**config.mk**
```make
export PLATFORM = sky130hd
export DESIGN_NAME = ctw_calendar
export DESIGN_NICKNAME = d
export VERILOG_FILES = /design/src/design/ctw_pkg.sv /design/src/design/ctw_calendar.sv /design/src/design/ctw_sec_divider.sv
export SDC_FILE = /design/constraint.sdc
export NUM_CORES = 1
export LEC_CHECK = 0
export ABC_AREA = 0
export BUFFER_PORTS_ARGS = -buffer_cell sky130_fd_sc_hd__buf_4
export CORE_MARGIN = 5
export CORE_UTILIZATION = 54
export DETAILED_ROUTE_END_ITERATION = 8
export GPL_TIMING_DRIVEN = 0
export PLACE_DENSITY = 0.77
export SLEW_MARGIN = 10
export SYNTH_ARGS = -nofsm -noshare
export SYNTH_HDL_FRONTEND = slang
export SYNTH_SLANG_ARGS = --single-unit
```
**constraint.sdc**
```tcl
create_clock -name i_clk -period 3.8 [get_ports i_clk]
set_input_delay 0 -clock i_clk [delete_from_list [all_inputs] [get_ports i_clk]]
set_output_delay 0 -clock i_clk [all_outputs]
set_load 0.01 [all_outputs]
```
**src/design/ctw_pkg.sv**
```systemverilog
package ctw_pkg;

    // ----------------------------------------------------------------
    // register addresses on the four-bit register pointer
    // ----------------------------------------------------------------
    localparam logic [3:0] ADDR_SECONDS  = 4'h0;     // seconds counter, lives outside
    localparam logic [3:0] ADDR_WEEKDAY  = 4'h3;     // day-of-week counter
    localparam logic [3:0] ADDR_DAY      = 4'h4;     // day-of-month counter
    localparam logic [3:0] ADDR_MONTH    = 4'h5;     // month_century
    localparam logic [3:0] ADDR_YEAR     = 4'h6;     // year_count
    localparam logic [3:0] ADDR_TRIM     = 4'h7;     // time_trim
    localparam logic [3:0] ADDR_WA_MIN   = 4'h8;     // weekly_alarm_minute
    localparam logic [3:0] ADDR_WA_HOUR  = 4'h9;     // weekly_alarm_hour
    localparam logic [3:0] ADDR_WA_DAYS  = 4'hA;     // weekly_alarm_days

    // ----------------------------------------------------------------
    // field positions and implemented-bit masks
    // ----------------------------------------------------------------
    localparam int         CENTURY_BIT   = 7;        // century bit in month_century
    localparam int         TRIM_DIR_BIT  = 6;        // trim_direction
    localparam logic [7:0] MASK_WEEKDAY  = 8'h07;
    localparam logic [7:0] MASK_DAY      = 8'h3F;
    localparam logic [7:0] MASK_MONTH    = 8'h9F;
    localparam logic [7:0] MASK_TRIM     = 8'h7F;
    localparam logic [7:0] MASK_WA_MIN   = 8'h7F;
    localparam logic [7:0] MASK_WA_HOUR  = 8'h3F;
    localparam logic [7:0] MASK_WA_DAYS  = 8'h7F;

    // ----------------------------------------------------------------
    // values after reset and calendar limits
    // ----------------------------------------------------------------
    localparam logic [6:0] TRIM_RESET    = 7'h00;
    localparam logic [2:0] WEEKDAY_LAST  = 3'h6;     // 110 wraps to 000
    localparam logic [4:0] MONTH_LAST    = 5'h12;    // bcd 12
    localparam logic [4:0] MONTH_FIRST   = 5'h01;
    localparam logic [7:0] YEAR_LAST     = 8'h99;
    localparam logic [5:0] DAY_FIRST     = 6'h01;
    localparam logic [6:0] SEC_TRIM_A    = 7'h00;    // trimmed seconds
    localparam logic [6:0] SEC_TRIM_B    = 7'h20;
    localparam logic [6:0] SEC_TRIM_C    = 7'h40;

    // ----------------------------------------------------------------
    // timing
    // ----------------------------------------------------------------
    localparam logic [15:0] SEC_PERIOD_OSC   = 16'h8000;  // 32768 oscillator ticks
    localparam int          CLK_PERIOD_NS    = 20;
    localparam int          ALARM_DELAY_NS   = 61000;     // 61 us
    // least time: rounded up to whole cycles
    localparam int          ALARM_DELAY_CYC  = (ALARM_DELAY_NS + CLK_PERIOD_NS - 1) / CLK_PERIOD_NS;

    // ----------------------------------------------------------------
    // types
    // ----------------------------------------------------------------
    typedef struct packed {
        logic       en;       // one-cycle write strobe
        logic [3:0] addr;     // register address
        logic [7:0] data;     // write data
    } ctw_wr_t;

    typedef struct packed {
        logic [6:0] minute;   // bcd minutes
        logic [5:0] hour;     // bcd hours, bit 5 pm or tens-20
        logic [2:0] weekday;  // day-of-week count
    } ctw_time_t;

    typedef enum logic [1:0] {
        ALM_IDLE = 2'b01,
        ALM_WAIT = 2'b10
    } ctw_alm_state_t;

endpackage : ctw_pkg

```
**src/design/ctw_calendar.sv**
```systemverilog
`timescale 1ns/10ps
module ctw_calendar (
    input  wire logic                i_clk,
    input  wire logic                i_rst_n,
    input  wire logic                i_osc_en,          // 32.768 kHz tick enable
    input  wire logic                i_power_on_flag,   // power-on default request
    input  wire ctw_pkg::ctw_wr_t    i_wr,              // register write strobe
    input  wire logic [3:0]          i_rd_addr,         // register read address
    input  wire logic [6:0]          i_seconds,         // bcd seconds counter
    input  wire logic                i_day_carry,       // hour counter carry
    input  wire ctw_pkg::ctw_time_t  i_now,             // current minute, hour and weekday
    input  wire logic                i_weekly_alarm_enable,
    output logic [7:0]               o_rd_data,         // registered read data
    output logic                     o_sec_tick,        // seconds carry
    output logic                     o_subclk,          // raw tick, one cycle late
    output logic [2:0]               o_weekday,         // day-of-week count
    output logic [5:0]               o_day,             // day-of-month count
    output logic                     o_weekly_alarm_flag_set  // one-cycle set pulse
);

    // ----------------------------------------------------------------
    // helpers
    // ----------------------------------------------------------------

    // bcd increment of a two-digit value, no wrap handling
    function automatic logic [7:0] bcd_inc(input logic [7:0] v);
        if (v[3:0] == 4'h9) begin
            bcd_inc = {v[7:4] + 4'h1, 4'h0};
        end else begin
            bcd_inc = {v[7:4], v[3:0] + 4'h1};
        end
    endfunction : bcd_inc

    // leap when bcd year divisible by four, 00 included
    function automatic logic is_leap(input logic [7:0] y);
        if (!y[4]) begin
            is_leap = (y[3:0] == 4'h0) || (y[3:0] == 4'h4) || (y[3:0] == 4'h8);
        end else begin
            is_leap = (y[3:0] == 4'h2) || (y[3:0] == 4'h6);
        end
    endfunction : is_leap

    // last valid bcd day of a month
    function automatic logic [5:0] last_day(input logic [4:0] m, input logic [7:0] y);
        case (m)
            5'h04, 5'h06, 5'h09, 5'h11: last_day = 6'h30;
            5'h02:                      last_day = is_leap(y) ? 6'h29 : 6'h28;
            default:                    last_day = 6'h31;
        endcase
    endfunction : last_day

    // ----------------------------------------------------------------
    // storage
    // ----------------------------------------------------------------
    logic [2:0]  weekday_ff;      // day-of-week count
    logic [5:0]  day_ff;          // bcd day of month
    logic [4:0]  month_ff;        // bcd month, tens bit at 4
    logic        century_ff;      // century bit
    logic [7:0]  year_ff;         // bcd year
    logic [6:0]  trim_ff;         // direction plus six magnitude bits
    logic        trim_active_ff;  // armed by a trim write
    logic        trim_skip_ff;    // trim written during this second
    logic [6:0]  wa_min_ff;       // alarm minute
    logic [5:0]  wa_hour_ff;      // alarm hour
    logic [6:0]  wa_days_ff;      // weekday enables
    logic        match_ff;        // previous match state
    logic [11:0] alm_cnt_ff;      // delay counter
    ctw_pkg::ctw_alm_state_t alm_state_ff;
    ctw_pkg::ctw_alm_state_t nxt_alm_state;

    logic        sec_tick;        // seconds carry from divider
    logic        day_wrap;        // last day reached on carry
    logic        month_wrap;      // december rolls over
    logic        year_wrap;       // 99 rolls over
    logic        match;           // weekly alarm comparison

    logic wr_weekday;
    logic wr_day;
    logic wr_month;
    logic wr_year;
    logic wr_trim;
    logic wr_sec;

    assign wr_weekday = i_wr.en && (i_wr.addr == ctw_pkg::ADDR_WEEKDAY);
    assign wr_day     = i_wr.en && (i_wr.addr == ctw_pkg::ADDR_DAY);
    assign wr_month   = i_wr.en && (i_wr.addr == ctw_pkg::ADDR_MONTH);
    assign wr_year    = i_wr.en && (i_wr.addr == ctw_pkg::ADDR_YEAR);
    assign wr_trim    = i_wr.en && (i_wr.addr == ctw_pkg::ADDR_TRIM);
    assign wr_sec     = i_wr.en && (i_wr.addr == ctw_pkg::ADDR_SECONDS);

    // ----------------------------------------------------------------
    // carry chain decode
    // ----------------------------------------------------------------
    // month dependent limit
    assign day_wrap   = i_day_carry && (day_ff == last_day(month_ff, year_ff));
    assign month_wrap = day_wrap && (month_ff == ctw_pkg::MONTH_LAST);
    assign year_wrap  = month_wrap && (year_ff == ctw_pkg::YEAR_LAST);

    // ----------------------------------------------------------------
    // day-of-week counter
    // ----------------------------------------------------------------
    always_ff @(posedge i_clk or negedge i_rst_n) begin
        if (!i_rst_n) begin
            weekday_ff <= 3'h0;
        end else if (wr_weekday) begin
            // write beats a same-cycle carry
            weekday_ff <= i_wr.data[2:0];
        end else if (i_day_carry) begin
            weekday_ff <= (weekday_ff >= ctw_pkg::WEEKDAY_LAST) ? 3'h0 : weekday_ff + 3'h1;
        end
    end

    // ----------------------------------------------------------------
    // day-of-month counter
    // ----------------------------------------------------------------
    always_ff @(posedge i_clk or negedge i_rst_n) begin
        if (!i_rst_n) begin
            day_ff <= ctw_pkg::DAY_FIRST;
        end else if (wr_day) begin
            day_ff <= i_wr.data[5:0];
        end else if (day_wrap) begin
            day_ff <= ctw_pkg::DAY_FIRST;
        end else if (i_day_carry) begin
            // a nonexistent date may run off; host keeps dates valid
            day_ff <= 6'(bcd_inc({2'b00, day_ff}));
        end
    end

    // ----------------------------------------------------------------
    // month counter and century bit
    // ----------------------------------------------------------------
    always_ff @(posedge i_clk or negedge i_rst_n) begin
        if (!i_rst_n) begin
            month_ff   <= ctw_pkg::MONTH_FIRST;
            century_ff <= 1'b0;
        end else if (wr_month) begin
            month_ff   <= i_wr.data[4:0];
            century_ff <= i_wr.data[ctw_pkg::CENTURY_BIT];
        end else if (day_wrap) begin
            if (month_wrap) begin
                month_ff <= ctw_pkg::MONTH_FIRST;
            end else begin
                month_ff <= 5'(bcd_inc({3'b000, month_ff}));
            end
            if (year_wrap) begin
                century_ff <= ~century_ff;
            end
        end
    end

    // ----------------------------------------------------------------
    // year counter
    // ----------------------------------------------------------------
    always_ff @(posedge i_clk or negedge i_rst_n) begin
        if (!i_rst_n) begin
            year_ff <= 8'h00;
        end else if (wr_year) begin
            year_ff <= i_wr.data;
        end else if (month_wrap) begin
            year_ff <= year_wrap ? 8'h00 : bcd_inc(year_ff);
        end
    end

    // ----------------------------------------------------------------
    // trim register and its arming
    // ----------------------------------------------------------------
    always_ff @(posedge i_clk or negedge i_rst_n) begin
        if (!i_rst_n) begin
            trim_ff        <= ctw_pkg::TRIM_RESET;
            trim_active_ff <= 1'b0;
        end else if (i_power_on_flag) begin
            // power-on defaults clear the trim
            trim_ff        <= ctw_pkg::TRIM_RESET;
            trim_active_ff <= 1'b0;
        end else if (wr_trim) begin
            trim_ff        <= i_wr.data[6:0];
            trim_active_ff <= 1'b1;
        end
    end

    // skip flag: a write during a trim second cancels that trim;
    // set wins over the clear from the seconds carry
    always_ff @(posedge i_clk or negedge i_rst_n) begin
        if (!i_rst_n) begin
            trim_skip_ff <= 1'b0;
        end else if (wr_trim) begin
            trim_skip_ff <= 1'b1;
        end else if (sec_tick) begin
            trim_skip_ff <= 1'b0;
        end
    end

    // ----------------------------------------------------------------
    // seconds divider
    // ----------------------------------------------------------------
    // lengthen and shorten paths inside divider
    ctw_sec_divider u_div (
        .i_clk         (i_clk),
        .i_rst_n       (i_rst_n),
        .i_osc_en      (i_osc_en),
        .i_clear       (wr_sec),
        .i_trim        (trim_ff),
        .i_trim_active (trim_active_ff),
        .i_skip        (trim_skip_ff),
        .i_seconds     (i_seconds),
        .o_sec_tick    (sec_tick)
    );

    // raw tick forwarded; trimming never touches it
    always_ff @(posedge i_clk or negedge i_rst_n) begin
        if (!i_rst_n) begin
            o_subclk   <= 1'b0;
            o_sec_tick <= 1'b0;
        end else begin
            o_subclk   <= i_osc_en;
            o_sec_tick <= sec_tick;
        end
    end

    // ----------------------------------------------------------------
    // weekly alarm registers
    // ----------------------------------------------------------------
    always_ff @(posedge i_clk or negedge i_rst_n) begin
        if (!i_rst_n) begin
            wa_min_ff  <= 7'h00;
            wa_hour_ff <= 6'h00;
            wa_days_ff <= 7'h00;
        end else if (i_wr.en) begin
            case (i_wr.addr)
                ctw_pkg::ADDR_WA_MIN:  wa_min_ff  <= i_wr.data[6:0];
                ctw_pkg::ADDR_WA_HOUR: wa_hour_ff <= i_wr.data[5:0];
                ctw_pkg::ADDR_WA_DAYS: wa_days_ff <= i_wr.data[6:0];
                default: begin
                    wa_min_ff <= wa_min_ff;
                end
            endcase
        end
    end

    // ----------------------------------------------------------------
    // weekly alarm match
    // ----------------------------------------------------------------
    // same encoding as hour counter, raw compare
    assign match = i_weekly_alarm_enable && (wa_days_ff != 7'h00) &&
                   (i_now.weekday <= ctw_pkg::WEEKDAY_LAST) && wa_days_ff[i_now.weekday] &&
                   (i_now.minute == wa_min_ff) && (i_now.hour == wa_hour_ff);

    // next state: a fresh match starts the delay
    always_comb begin
        nxt_alm_state = alm_state_ff;
        case (alm_state_ff)
            ctw_pkg::ALM_IDLE: begin
                if (match && !match_ff) begin
                    nxt_alm_state = ctw_pkg::ALM_WAIT;
                end
            end
            ctw_pkg::ALM_WAIT: begin
                // dropping the enable abandons the pending flag
                if (!i_weekly_alarm_enable ||
                    (alm_cnt_ff == 12'(ctw_pkg::ALARM_DELAY_CYC - 1))) begin
                    nxt_alm_state = ctw_pkg::ALM_IDLE;
                end
            end
            default: begin
                nxt_alm_state = ctw_pkg::ALM_IDLE;
            end
        endcase
    end

    // state, edge memory and delay counter
    always_ff @(posedge i_clk or negedge i_rst_n) begin
        if (!i_rst_n) begin
            alm_state_ff            <= ctw_pkg::ALM_IDLE;
            match_ff                <= 1'b0;
            alm_cnt_ff              <= 12'h000;
            o_weekly_alarm_flag_set <= 1'b0;
        end else begin
            alm_state_ff            <= nxt_alm_state;
            match_ff                <= match;
            o_weekly_alarm_flag_set <= 1'b0;
            if (alm_state_ff == ctw_pkg::ALM_WAIT) begin
                alm_cnt_ff <= alm_cnt_ff + 12'h001;
                if (i_weekly_alarm_enable &&
                    (alm_cnt_ff == 12'(ctw_pkg::ALARM_DELAY_CYC - 1))) begin
                    o_weekly_alarm_flag_set <= 1'b1;
                end
            end else begin
                alm_cnt_ff <= 12'h000;
            end
        end
    end

    // ----------------------------------------------------------------
    // read port
    // ----------------------------------------------------------------
    always_ff @(posedge i_clk or negedge i_rst_n) begin
        if (!i_rst_n) begin
            o_rd_data <= 8'h00;
        end else begin
            case (i_rd_addr)
                ctw_pkg::ADDR_WEEKDAY: o_rd_data <= {5'h00, weekday_ff};
                ctw_pkg::ADDR_DAY:     o_rd_data <= {2'b00, day_ff};
                ctw_pkg::ADDR_MONTH:   o_rd_data <= {century_ff, 2'b00, month_ff};
                ctw_pkg::ADDR_YEAR:    o_rd_data <= year_ff;
                ctw_pkg::ADDR_TRIM:    o_rd_data <= {1'b0, trim_ff};
                ctw_pkg::ADDR_WA_MIN:  o_rd_data <= {1'b0, wa_min_ff};
                ctw_pkg::ADDR_WA_HOUR: o_rd_data <= {2'b00, wa_hour_ff};
                ctw_pkg::ADDR_WA_DAYS: o_rd_data <= {1'b0, wa_days_ff};
                default:               o_rd_data <= 8'h00;
            endcase
        end
    end

    // counters exposed to the neighbouring time-of-day logic
    always_ff @(posedge i_clk or negedge i_rst_n) begin
        if (!i_rst_n) begin
            o_weekday <= 3'h0;
            o_day     <= ctw_pkg::DAY_FIRST;
        end else begin
            o_weekday <= weekday_ff;
            o_day     <= day_ff;
        end
    end

endmodule : ctw_calendar

```
**src/design/ctw_sec_divider.sv**
```systemverilog
`timescale 1ns/10ps
module ctw_sec_divider (
    input  wire logic       i_clk,
    input  wire logic       i_rst_n,
    input  wire logic       i_osc_en,       // one 32.768 kHz tick
    input  wire logic       i_clear,        // seconds written
    input  wire logic [6:0] i_trim,         // trim value
    input  wire logic       i_trim_active,  // trimming armed
    input  wire logic       i_skip,         // trim written this second
    input  wire logic [6:0] i_seconds,      // current bcd seconds
    output logic            o_sec_tick      // one-cycle seconds carry
);

    // ----------------------------------------------------------------
    // trimmed second length
    // ----------------------------------------------------------------
    function automatic logic [15:0] period_of(input logic [6:0] trim);
        logic [15:0] mag2;
        mag2 = 16'h0000;
        if (trim[5:0] == 6'h00) begin
            period_of = ctw_pkg::SEC_PERIOD_OSC;
        end else if (!trim[ctw_pkg::TRIM_DIR_BIT]) begin
            // lengthen by (value - 1) * 2
            mag2      = {9'h000, trim[5:0] - 6'h01, 1'b0};
            period_of = ctw_pkg::SEC_PERIOD_OSC + mag2;
        end else begin
            // shorten by (~value + 1) * 2
            mag2      = {9'h000, (~trim[5:0]) + 6'h01, 1'b0};
            period_of = ctw_pkg::SEC_PERIOD_OSC - mag2;
        end
    endfunction : period_of

    logic [15:0] cnt_ff;      // oscillator ticks in this second
    logic [15:0] period;      // ticks that end this second
    logic        trim_point;  // second starts at 00, 20 or 40

    assign trim_point = (i_seconds == ctw_pkg::SEC_TRIM_A) || (i_seconds == ctw_pkg::SEC_TRIM_B) ||
                        (i_seconds == ctw_pkg::SEC_TRIM_C);
    assign period = (trim_point && i_trim_active && !i_skip) ? period_of(i_trim) : ctw_pkg::SEC_PERIOD_OSC;

    // ----------------------------------------------------------------
    // tick counter; only seconds chain, raw tick untouched
    // ----------------------------------------------------------------
    always_ff @(posedge i_clk or negedge i_rst_n) begin
        if (!i_rst_n) begin
            cnt_ff     <= 16'h0000;
            o_sec_tick <= 1'b0;
        end else begin
            o_sec_tick <= 1'b0;
            if (i_clear) begin
                cnt_ff <= 16'h0000;
            end else if (i_osc_en) begin
                if (cnt_ff >= period - 16'h0001) begin
                    cnt_ff     <= 16'h0000;
                    o_sec_tick <= 1'b1;
                end else begin
                    cnt_ff <= cnt_ff + 16'h0001;
                end
            end
        end
    end

endmodule : ctw_sec_divider

```
# Word-level counts from Yosys, hierarchy flattened
# Index checks and enable logic that the tools add are counted.
# Widths: inputs -> output; s select.
# classes
n_addsub,14
n_lt_le_gt_ge,4
eq_ne,40
muxes,46
bitwise_logic,2
reduce_logical,52
# op_table
operator,count
$mux 16,6
$pmux 8 s8,1
$eq 4x3->1 const B,10
$eq 4x4->1 const B,10
$mux 8,4
$mux 6,4
$mux 5,4
$logic_and 1x1->1,18
$add 16x1->16 const B,1
$add 16x7->16 const A,1
$add 4x1->4 const B,4
$ge 16x16->1,1
$mux 1,16
$reduce_and 2->1,8
$sub 16x1->16 const B,1
$sub 16x7->16 const A,1
$mux 7,2
$reduce_bool 2->1,7
$add 12x1->12 const B,1
$eq 12x12->1 const B,1
$eq 4x2->1 const B,3
$eq 6x6->1,2
$mux 12,1
$reduce_bool 3->1,4
33 further kinds,47
# word_totals
ff_bits,104
input_bits,46
out_inout_bits,20
word_cells,183

# Depth between registers and ports, before layout
# Gate-level depths: netlist of run 1.
# depth
depth_word,14
mapped_depth,19
depth_no_buf,17

# Modules after synthesis
# A second synthesis of run 1 with hierarchy kept.
# hier_totals
cells_unflattened,688
area_unflattened_um2,6530.0
# modules_own_cells
module,n_inst,cells_each,area_per_inst_um2,seq_area_each_um2
ctw_calendar,1,460,4624.4,2182.1
ctw_sec_divider,1,228,1905.6,425.4

# Worst setup path before layout of run 1
# OpenSTA, ideal clock, no wires.
# synth_timing
kind,register to register
start,register trim_ff[0]
end,register u_div.cnt_ff[10]
setup_time_ps,132
arrival_ps,4001
required_ps,3668
path_slack_ps,-333
stages_incl_launch_ff,19
path_buffers,2
synth_period_minus_slack_ps,4133
path_cell_list,dfrtp_1 clkbuf_1 inv_1 ha_1 and3b_1 a22oi_1 nor3_1 ha_1 o31a_1 or4b_2 o211ai_1 ha_1 nand4_1 nor2_1 o21ai_0 o31ai_1 o21a_1 clkbuf_1 nor2_1
# synth_via
elab_chain_len,11
word_cells_on_any_way,14
classes_between,5 x add/sub; 1 x order compare; 6 x mux; 1 x bitwise; 1 x reduce/logical
# synth_lines
element,line,rtl
start: declaration,ctw_calendar.sv:60,logic [6:0] trim_ff;
start signal: assignment,ctw_calendar.sv:169,trim_ff <= ctw_pkg::TRIM_RESET;
start signal: assignment,ctw_calendar.sv:173,trim_ff <= ctw_pkg::TRIM_RESET;
start signal: assignment,ctw_calendar.sv:176,trim_ff <= i_wr.data[6:0];
$not 6->6,ctw_sec_divider.sv:28,"mag2 = {9'h000, (~trim[5:0]) + 6'h01, 1'b0};"
$add 6x1->6,ctw_sec_divider.sv:28,
$sub 16x7->16,ctw_sec_divider.sv:29,period_of = ctw_pkg::SEC_PERIOD_OSC - mag2;
$mux 16,ctw_sec_divider.sv:22,end else if (!trim[ctw_pkg::TRIM_DIR_BIT]) begin
$mux 16 (*),ctw_sec_divider.sv:20,if (trim[5:0] == 6'h00) begin
$mux 16 (*),ctw_sec_divider.sv:39,assign period = (trim_point && i_trim_active && !i_skip) ? period_of(i_trim) : ctw_pkg::SEC_PERIOD_OSC;
$sub 16x1->16 (*),ctw_sec_divider.sv:53,if (cnt_ff >= period - 16'h0001) begin
$ge 16x16->1 (*),ctw_sec_divider.sv:53,
$mux 16 (*),ctw_sec_divider.sv:53,
$mux 16 (*),ctw_sec_divider.sv:52,end else if (i_osc_en) begin
$mux 16 (*),ctw_sec_divider.sv:50,if (i_clear) begin
end signal: assignment,ctw_sec_divider.sv:57,cnt_ff <= cnt_ff + 16'h0001;
end: declaration,ctw_sec_divider.sv:33,logic [15:0] cnt_ff;
# Every way passes the cells marked *; elsewhere a longest branch is shown, timed or not. The select of a mux whose other input is x is not followed.
# A chain may end at the register's enable or synchronous reset.

# Worst setup path after layout of run 1
# layout_timing
start,register trim_ff[0]
end,register u_div.o_sec_tick
# layout_via
elab_chain_len,11
word_cells_on_any_way,14
classes_between,5 x add/sub; 1 x order compare; 6 x mux; 1 x bitwise; 1 x reduce/logical
# layout_lines
element,line,rtl
$not 6->6,ctw_sec_divider.sv:28,
$add 6x1->6,ctw_sec_divider.sv:28,
$sub 16x7->16,ctw_sec_divider.sv:29,
$mux 16,ctw_sec_divider.sv:22,
$mux 16 (*),ctw_sec_divider.sv:20,
$mux 16 (*),ctw_sec_divider.sv:39,
$sub 16x1->16 (*),ctw_sec_divider.sv:53,
$ge 16x16->1 (*),ctw_sec_divider.sv:53,
$mux 1 (*),ctw_sec_divider.sv:53,
$mux 1 (*),ctw_sec_divider.sv:52,
$mux 1 (*),ctw_sec_divider.sv:50,
end signal: assignment,ctw_sec_divider.sv:47,o_sec_tick <= 1'b0;
end signal: assignment,ctw_sec_divider.sv:49,o_sec_tick <= 1'b0;
end signal: assignment,ctw_sec_divider.sv:55,o_sec_tick <= 1'b1;
end: declaration,ctw_sec_divider.sv:11,output logic o_sec_tick
# Every way passes the cells marked *; elsewhere a longest branch is shown, timed or not.

==> reports/results.ini, run 1 <==
[outcome]
outcome=complete, but fails checks
violations=negative setup slack

[detailed_routing]
wl_per_cell_um=18.67
drc_errors=0
dr.pass1.iters=5
postRouteAntennaNets=0
drt_wl_total_um=17810
drt_iter0_drc=528
dr_total_vias=5831
avgViaCountPerCell=6.112

[sta]
rsz0062_at_grt=true
min_period_ps=3855
fmax_mhz=259.4
period_share=1.014
slew_viol_final=0
fin_ws_ps=-54.84
tightestPinTransition_ps=1009
hold_viol=0
slew_headroom=0.3260
setup_violations=3
clock_skew_ps=12.11

[logic_synthesis]
synth.top_cell.area_share=0.3897
yosysMostFrequentCell=dfrtp_1
seq_area_frac_synth=0.4061
syn_area_per_cell_um2=9.213
syn_nets=768
synth_area_leaders=dfrtp_1, ha_1, xnor2_1, nor2_1, nand2_1
async_reset_ff_frac=1.000
synth_edf_count=0
synthFlopType=dfrtp_1
syn_inst=697
netlist_area_mm2=0.006421
ys_types=72
synth_commonest_cells=dfrtp_1, nor2_1, nand2_1
yosys_warnings=0
synth-seq-cells=104
synth_area_leader_cell=dfrtp_1

[setup_path]
cp-end-kind=flip-flop
cp-startpoint=trim_ff[0]
critPathKind=flip-flop to flip-flop
cp.arrival_ps=4100
r2r-start=trim_ff[0]
crit_end=u_div.o_sec_tick
r2r_cells=14
startpoint_type=flip-flop
crit_required_ps=4050
r2r_slack_ps=-50
path_max_fanout=6
r2r_end=u_div.o_sec_tick

[power_and_ir_drop]
finalPower_w=0.003391
power.leakage_nw=3.440
vdd_ir_drop_max_uv=371.2
powerDensity_mw_per_mm2=430.2

[floorplanning]
core_area_mm2=0.01152
start_util=0.5576
rows=39
io_pins=66
die_w_um=119.0
die_area_mm2=0.01417
die_y_um=119.0

[grt]
grt_pass1_wl_um=28270
grt_pass1_vias=5578
track_usage=0.2471
antenna_found_initial=0
overflow=0
grt_max_degree=105

[cells_and_area]
stdcell_area_mm2=0.007881
area.growth.synth_to_final_pct=22.74
final_layout_size_suffix_gt1_frac=0.2306
num-nets-final=877
diodes=0

[clocking]
clockRootBuffer=clkbuf_16
clkTransAtPathRegs_ps=70
cts_sinks=104
clock_latency_ps=360
htree_levels=3
cts_buffer_depth=2
cts_tree=yes
cts_buffers=9

[placed_design]
io_buffers=62
placed_cell_area_mm2=0.007098
place_congestion=0.9345
dp_hpwl_um=12370

[flow_run]
maxCapViolations=0

[min_path]
worstHoldPathType=input pin to flip-flop

==> critical path, stage by stage, from the launching register on <==
cell      delay, ps
dfrtp_2         470
or3_4           420
or3_4           400
nand2_4          80
ha_4            200
o31a_1          320
or4b_4          480
o211ai_1        110
ha_1            280
a21o_1          200
a21oi_2         150
o31ai_2         100
o21a_2          260
buf_6           140
and2_4          140
==> metal layers <==
metal	track usage	vias up	share of wire
li1	-	2716	-
met1	0.3092	2858	0.40
met2	0.4274	211	0.51
met3	0.03839	46	0.061
met4	0.1007	0	0.028
met5	0	-	0
==> logic make-up (layout without fill, tap and decap cells) <==
group	count (synthesis)	in the layout	share of synthesized area
buffers and inverters	55	169	0.03507
adder cells (fa/ha/maj)	25	25	0.04871
XOR/XNOR	52	52	0.07093
multiplexers	37	37	0.06430
flip-flops	104	104	0.4061
AO/OA/AOI/OAI	144	144	0.1535
AND/OR/NAND/NOR	280	280	0.2214
==> where the power goes <==
part	switching (W)	internal, W
Clock	0.000437	0.000552
Combinational	0.000472	0.000425
Sequential	0.000205	0.00130
==> registers in the layout, summed over array words and instances (netlist names), 3 cells and up <==
signal	flops
alm_cnt_ff	12
day_ff	6
month_ff	5
o_day	6
o_rd_data	8
o_weekday	3
trim_ff	7
u_div.cnt_ff	16
wa_days_ff	7
wa_hour_ff	6
wa_min_ff	7
weekday_ff	3
year_ff	8
==> cell type report <==
| class | instances | area, µm² |
|---|---|---|
| flip-flops and latches | 104 | 2613 |
| well taps | 143 | 178.9 |
| inverters | 19 | 73.82 |
| fillers | 860 | 3635 |
| clock buffers | 11 | 252.7 |
| multi-input cells | 538 | 3737 |
| repair buffers | 101 | 810.8 |
| clock inverters | 5 | 61.31 |
| plain buffers | 33 | 153.9 |
==> worst min-delay path by stage <==
stage,startpoint,end,slack (ps),depth (start not counted)
final,i_power_on_flag,trim_ff[3],8,2
after global routing,i_power_on_flag,trim_ff[6],30,2
after CTS,i_osc_en,o_subclk,-230,1
after detailed placement,i_osc_en,o_subclk,150,1
after floorplan,i_rst_n,alm_cnt_ff[0],-300,0
after global placement,i_osc_en,o_subclk,140,1
==> stage by stage <==
stage	hold WS [ps]	TNS, ps	worst slack [ps]	cells	util
2_1_floorplan	-295.6	0	5.577	697	-
6_report	7.847	-92.35	-54.84	954	0.6844
4_1_cts	-225.1	-125.9	-23.17	941	0.6686
3_5_place_dp	146.9	-7578	-539.5	902	0.6164
3_3_place_gp	144.3	-5494	-403.2	902	0.6160
5_1_grt	30.92	-2343	-176.0	954	0.6844
==> layout by cell type, fill, tap and decap left out, drive strengths merged, types with 6 or more instances in the layout <==
cell / count
dfrtp: 100
buf: 96
nor2: 75
nand2: 66
xnor2: 34
clkbuf: 34
a21oi: 33
o21ai: 28
nand3: 27
ha: 25
mux2: 24
inv: 21
xor2: 18
nor3: 18
dlygate4sd3: 15
mux2i: 12
nand4: 11
nor2b: 11
a211oi: 10
a22oi: 9
nand3b: 9
or3: 9
nand2b: 8
and3: 8
a21o: 8
a31oi: 7
nor3b: 6
o21a: 6
and2: 6
==> what timing repair did <==
action                                 4_1_cts  5_1_grt
cloned                                       1        0
setup endpoints to repair                   17       17
hold buffers                                14        1
buffers inserted                            10       13
endpoints found under the hold margin      136        1
pin swaps                                   18       15
gates resized for setup                     21       32
Note: power is estimated with default switching activity, not from simulation.
==> run 2: changes to the inputs <==
Settings changed: CORE_ASPECT_RATIO set to 0.6.
==> run 2 against run 1 <==
The run still ends with negative setup slack left. Via count about the same. Global-route usage grew 2.3 points. Non-clock buffer count fell by 11. Critical path type unchanged. Clock skew decreased by 5.3 ps. Power rose by 0.49%. Routed wire length up 5.4%. Register-to-register slack got worse by 30 ps. Critical path depth up 1. Worst setup slack got worse by 27 ps.
==> reports/results.ini, run 2 (synthesis results as in run 1) <==
[outcome]
outcome=complete, but fails checks
violations=negative setup slack

[grt]
track_usage=0.2704
grt_pass1_vias=5664
grt_pass1_wl_um=30100
overflow=0
grt_max_degree=105
antenna_found_initial=0

[placed_design]
dp_hpwl_um=13440
place_ws_ps=-681.0
placed_cell_area_mm2=0.007119
io_buffers=62
place_congestion=0.9582

[cells_and_area]
final_common_cell=dfrtp_1
final_cell_mix=dfrtp_1, buf_4, nor2_1
stdcell_area_mm2=0.007806
regMostFlops=u_div.cnt_ff
area.growth.synth_to_final_pct=21.57
fillers=887
diodes=0
largest_register_ffs=16
final_layout_size_suffix_gt1_frac=0.2125
num-nets-final=866
top_regs=u_div.cnt_ff: 16 flops, alm_cnt_ff: 12 flops

[floorplanning]
io_pins=66
rows=30
die_w_um=150.8
die_area_mm2=0.01424
start_util=0.5609
die_y_um=94.47
core_area_mm2=0.01145

[detailed_routing]
postRouteAntennaNets=0
drt_iter0_drc=658
avgViaCountPerCell=6.077
dr.pass1.iters=5
drt_wl_total_um=18770
drc_errors=0
wl_per_cell_um=19.55
dr_total_vias=5834

[setup_path]
crit_end=u_div.o_sec_tick
crit_required_ps=4050
r2r_slack_ps=-80
slowest_delay_ps=490
r2r-start=trim_ff[0]
slowest_stage=or4b_4
cp.arrival_ps=4130
cpLargestDelayFamily=simple AND/OR/NAND/NOR gates
startpoint_type=flip-flop
r2r_cells=15
path_max_fanout=6
r2r_end=u_div.o_sec_tick
cp_num_buf_inv=2
cp-end-kind=flip-flop
cp_cell_sequence=buf_8 > or3_4 > or3_4 > nand2_4 > ha_4 > o31a_1 > or4b_4 > o211ai_1 > ha_1 > a21o_1 > a21oi_2 > o31ai_4 > o21a_2 > buf_6 > and2_1
cp-startpoint=trim_ff[0]
crit_path_frequent_cell=or3_4
path_depth=15
critPathKind=flip-flop to flip-flop

[power_and_ir_drop]
p_sw_w=0.001117
power.share.combinational=0.272
p_seq_frac=0.440
powerDensity_mw_per_mm2=436.5
p_int_w=0.002291
switching_share=0.3277
vdd_ir_drop_max_uv=236.4
clock_power_share=0.289
power.leakage_nw=3.403

[sta]
fmax_mhz=257.6
period_share=1.022
fin_ws_ps=-82.07
slew_headroom=0.1833
tns_ps=-440.0
clock_skew_ps=6.832
tightestPinTransition_ps=1222
slew_viol_final=0
min_period_ps=3882
setup_violations=14
rsz0062_at_grt=true
hold_viol=0

[clocking]
clkTransAtPathRegs_ps=70
cts_buffers=9
clock_latency_ps=350
htree_levels=3
cts_buffer_depth=2
cts_sinks=104
clockRootBuffer=clkbuf_16
cts_tree=yes

[min_path]
worstHoldPathType=input pin to flip-flop

[flow_run]
maxCapViolations=0

run 2: cell count changes in the layout (fill, tap and decap cells not counted), sizes merged:
cell         previous run  this run
clkbuf                 34        37
buf                    96        86
clkinvlp                0         1
inv                    21        19
dlygate4sd3            15        12
run 2: per-layer routing:
| layer | up-vias | global-route usage | wire (µm) |
|---|---|---|---|
| li1 | 2694 | - | - |
| met1 | 2791 | 0.4035 | 8418 |
| met2 | 318 | 0.3948 | 8065 |
| met3 | 31 | 0.07290 | 2040 |
| met4 | 0 | 0.05430 | 245 |
| met5 | - | 0 | 0 |
run 2: final cells by class:
type                            count  area (µm²)  area share
Multi-Input combinational cell    538        3726      0.4773
Clock inverter                      4       51.30    0.006572
Timing Repair Buffer               89       711.9     0.09120
Tap cell                          160       200.2     0.02565
Inverter                           19       71.32    0.009136
Sequential cell                   104        2611      0.3345
Clock buffer                       12       266.5     0.03414
Buffer                             34       167.7     0.02148
run 2: how the worst min path moves through the flow:
stage,startpoint,cells past startpoint,to
after floorplan,i_rst_n,0,alm_cnt_ff[0]
after global placement,i_osc_en,1,o_subclk
after detailed placement,i_osc_en,1,o_subclk
after CTS,i_power_on_flag,2,trim_ff[3]
after global routing,i_power_on_flag,2,trim_ff[6]
final,i_power_on_flag,2,trim_ff[3]
run 2: timing repair:
| action | 4_1_cts | 5_1_grt |
|---|---|---|
| hold buffers | 12 | 0 |
| hold endpoints to repair | 132 | 0 |
| buffers inserted | 13 | 1 |
| cloned | 1 | 0 |
| setup endpoints to repair | 17 | 17 |
| resized for setup | 24 | 16 |
| pin swaps | 16 | 10 |
run 2: power by group through the flow:
stage,sequential (W),combinational (W),clock (W)
after detailed placement,0.00151,0.000876,0
after global placement,0.00150,0.000840,0
after global routing,0.00152,0.00102,0.00103
after CTS,0.00149,0.000904,0.000996
after floorplan,0.00147,0.000572,0
final,0.00150,0.000925,0.000983
run 2: through the flow:
stage	hold slack, ps	total power [W]	util	std cells
floorplan	-295.6	0.002041	-	697
global placement	134.9	0.002337	0.6215	919
detailed placement	136.1	0.002382	0.6219	919
CTS	0.08632	0.003387	0.6765	959
global route	12.63	0.003571	0.6819	960
finish	2.641	0.003407	0.6819	960
run 2: worst reg2reg max path: stages (launching register included):
cell,delay [ps]
dfrtp_1,390
buf_8,140
or3_4,400
or3_4,360
nand2_4,80
ha_4,200
o31a_1,310
or4b_4,490
o211ai_1,130
ha_1,290
a21o_1,200
a21oi_2,170
o31ai_4,110
o21a_2,250
buf_6,130
and2_1,140
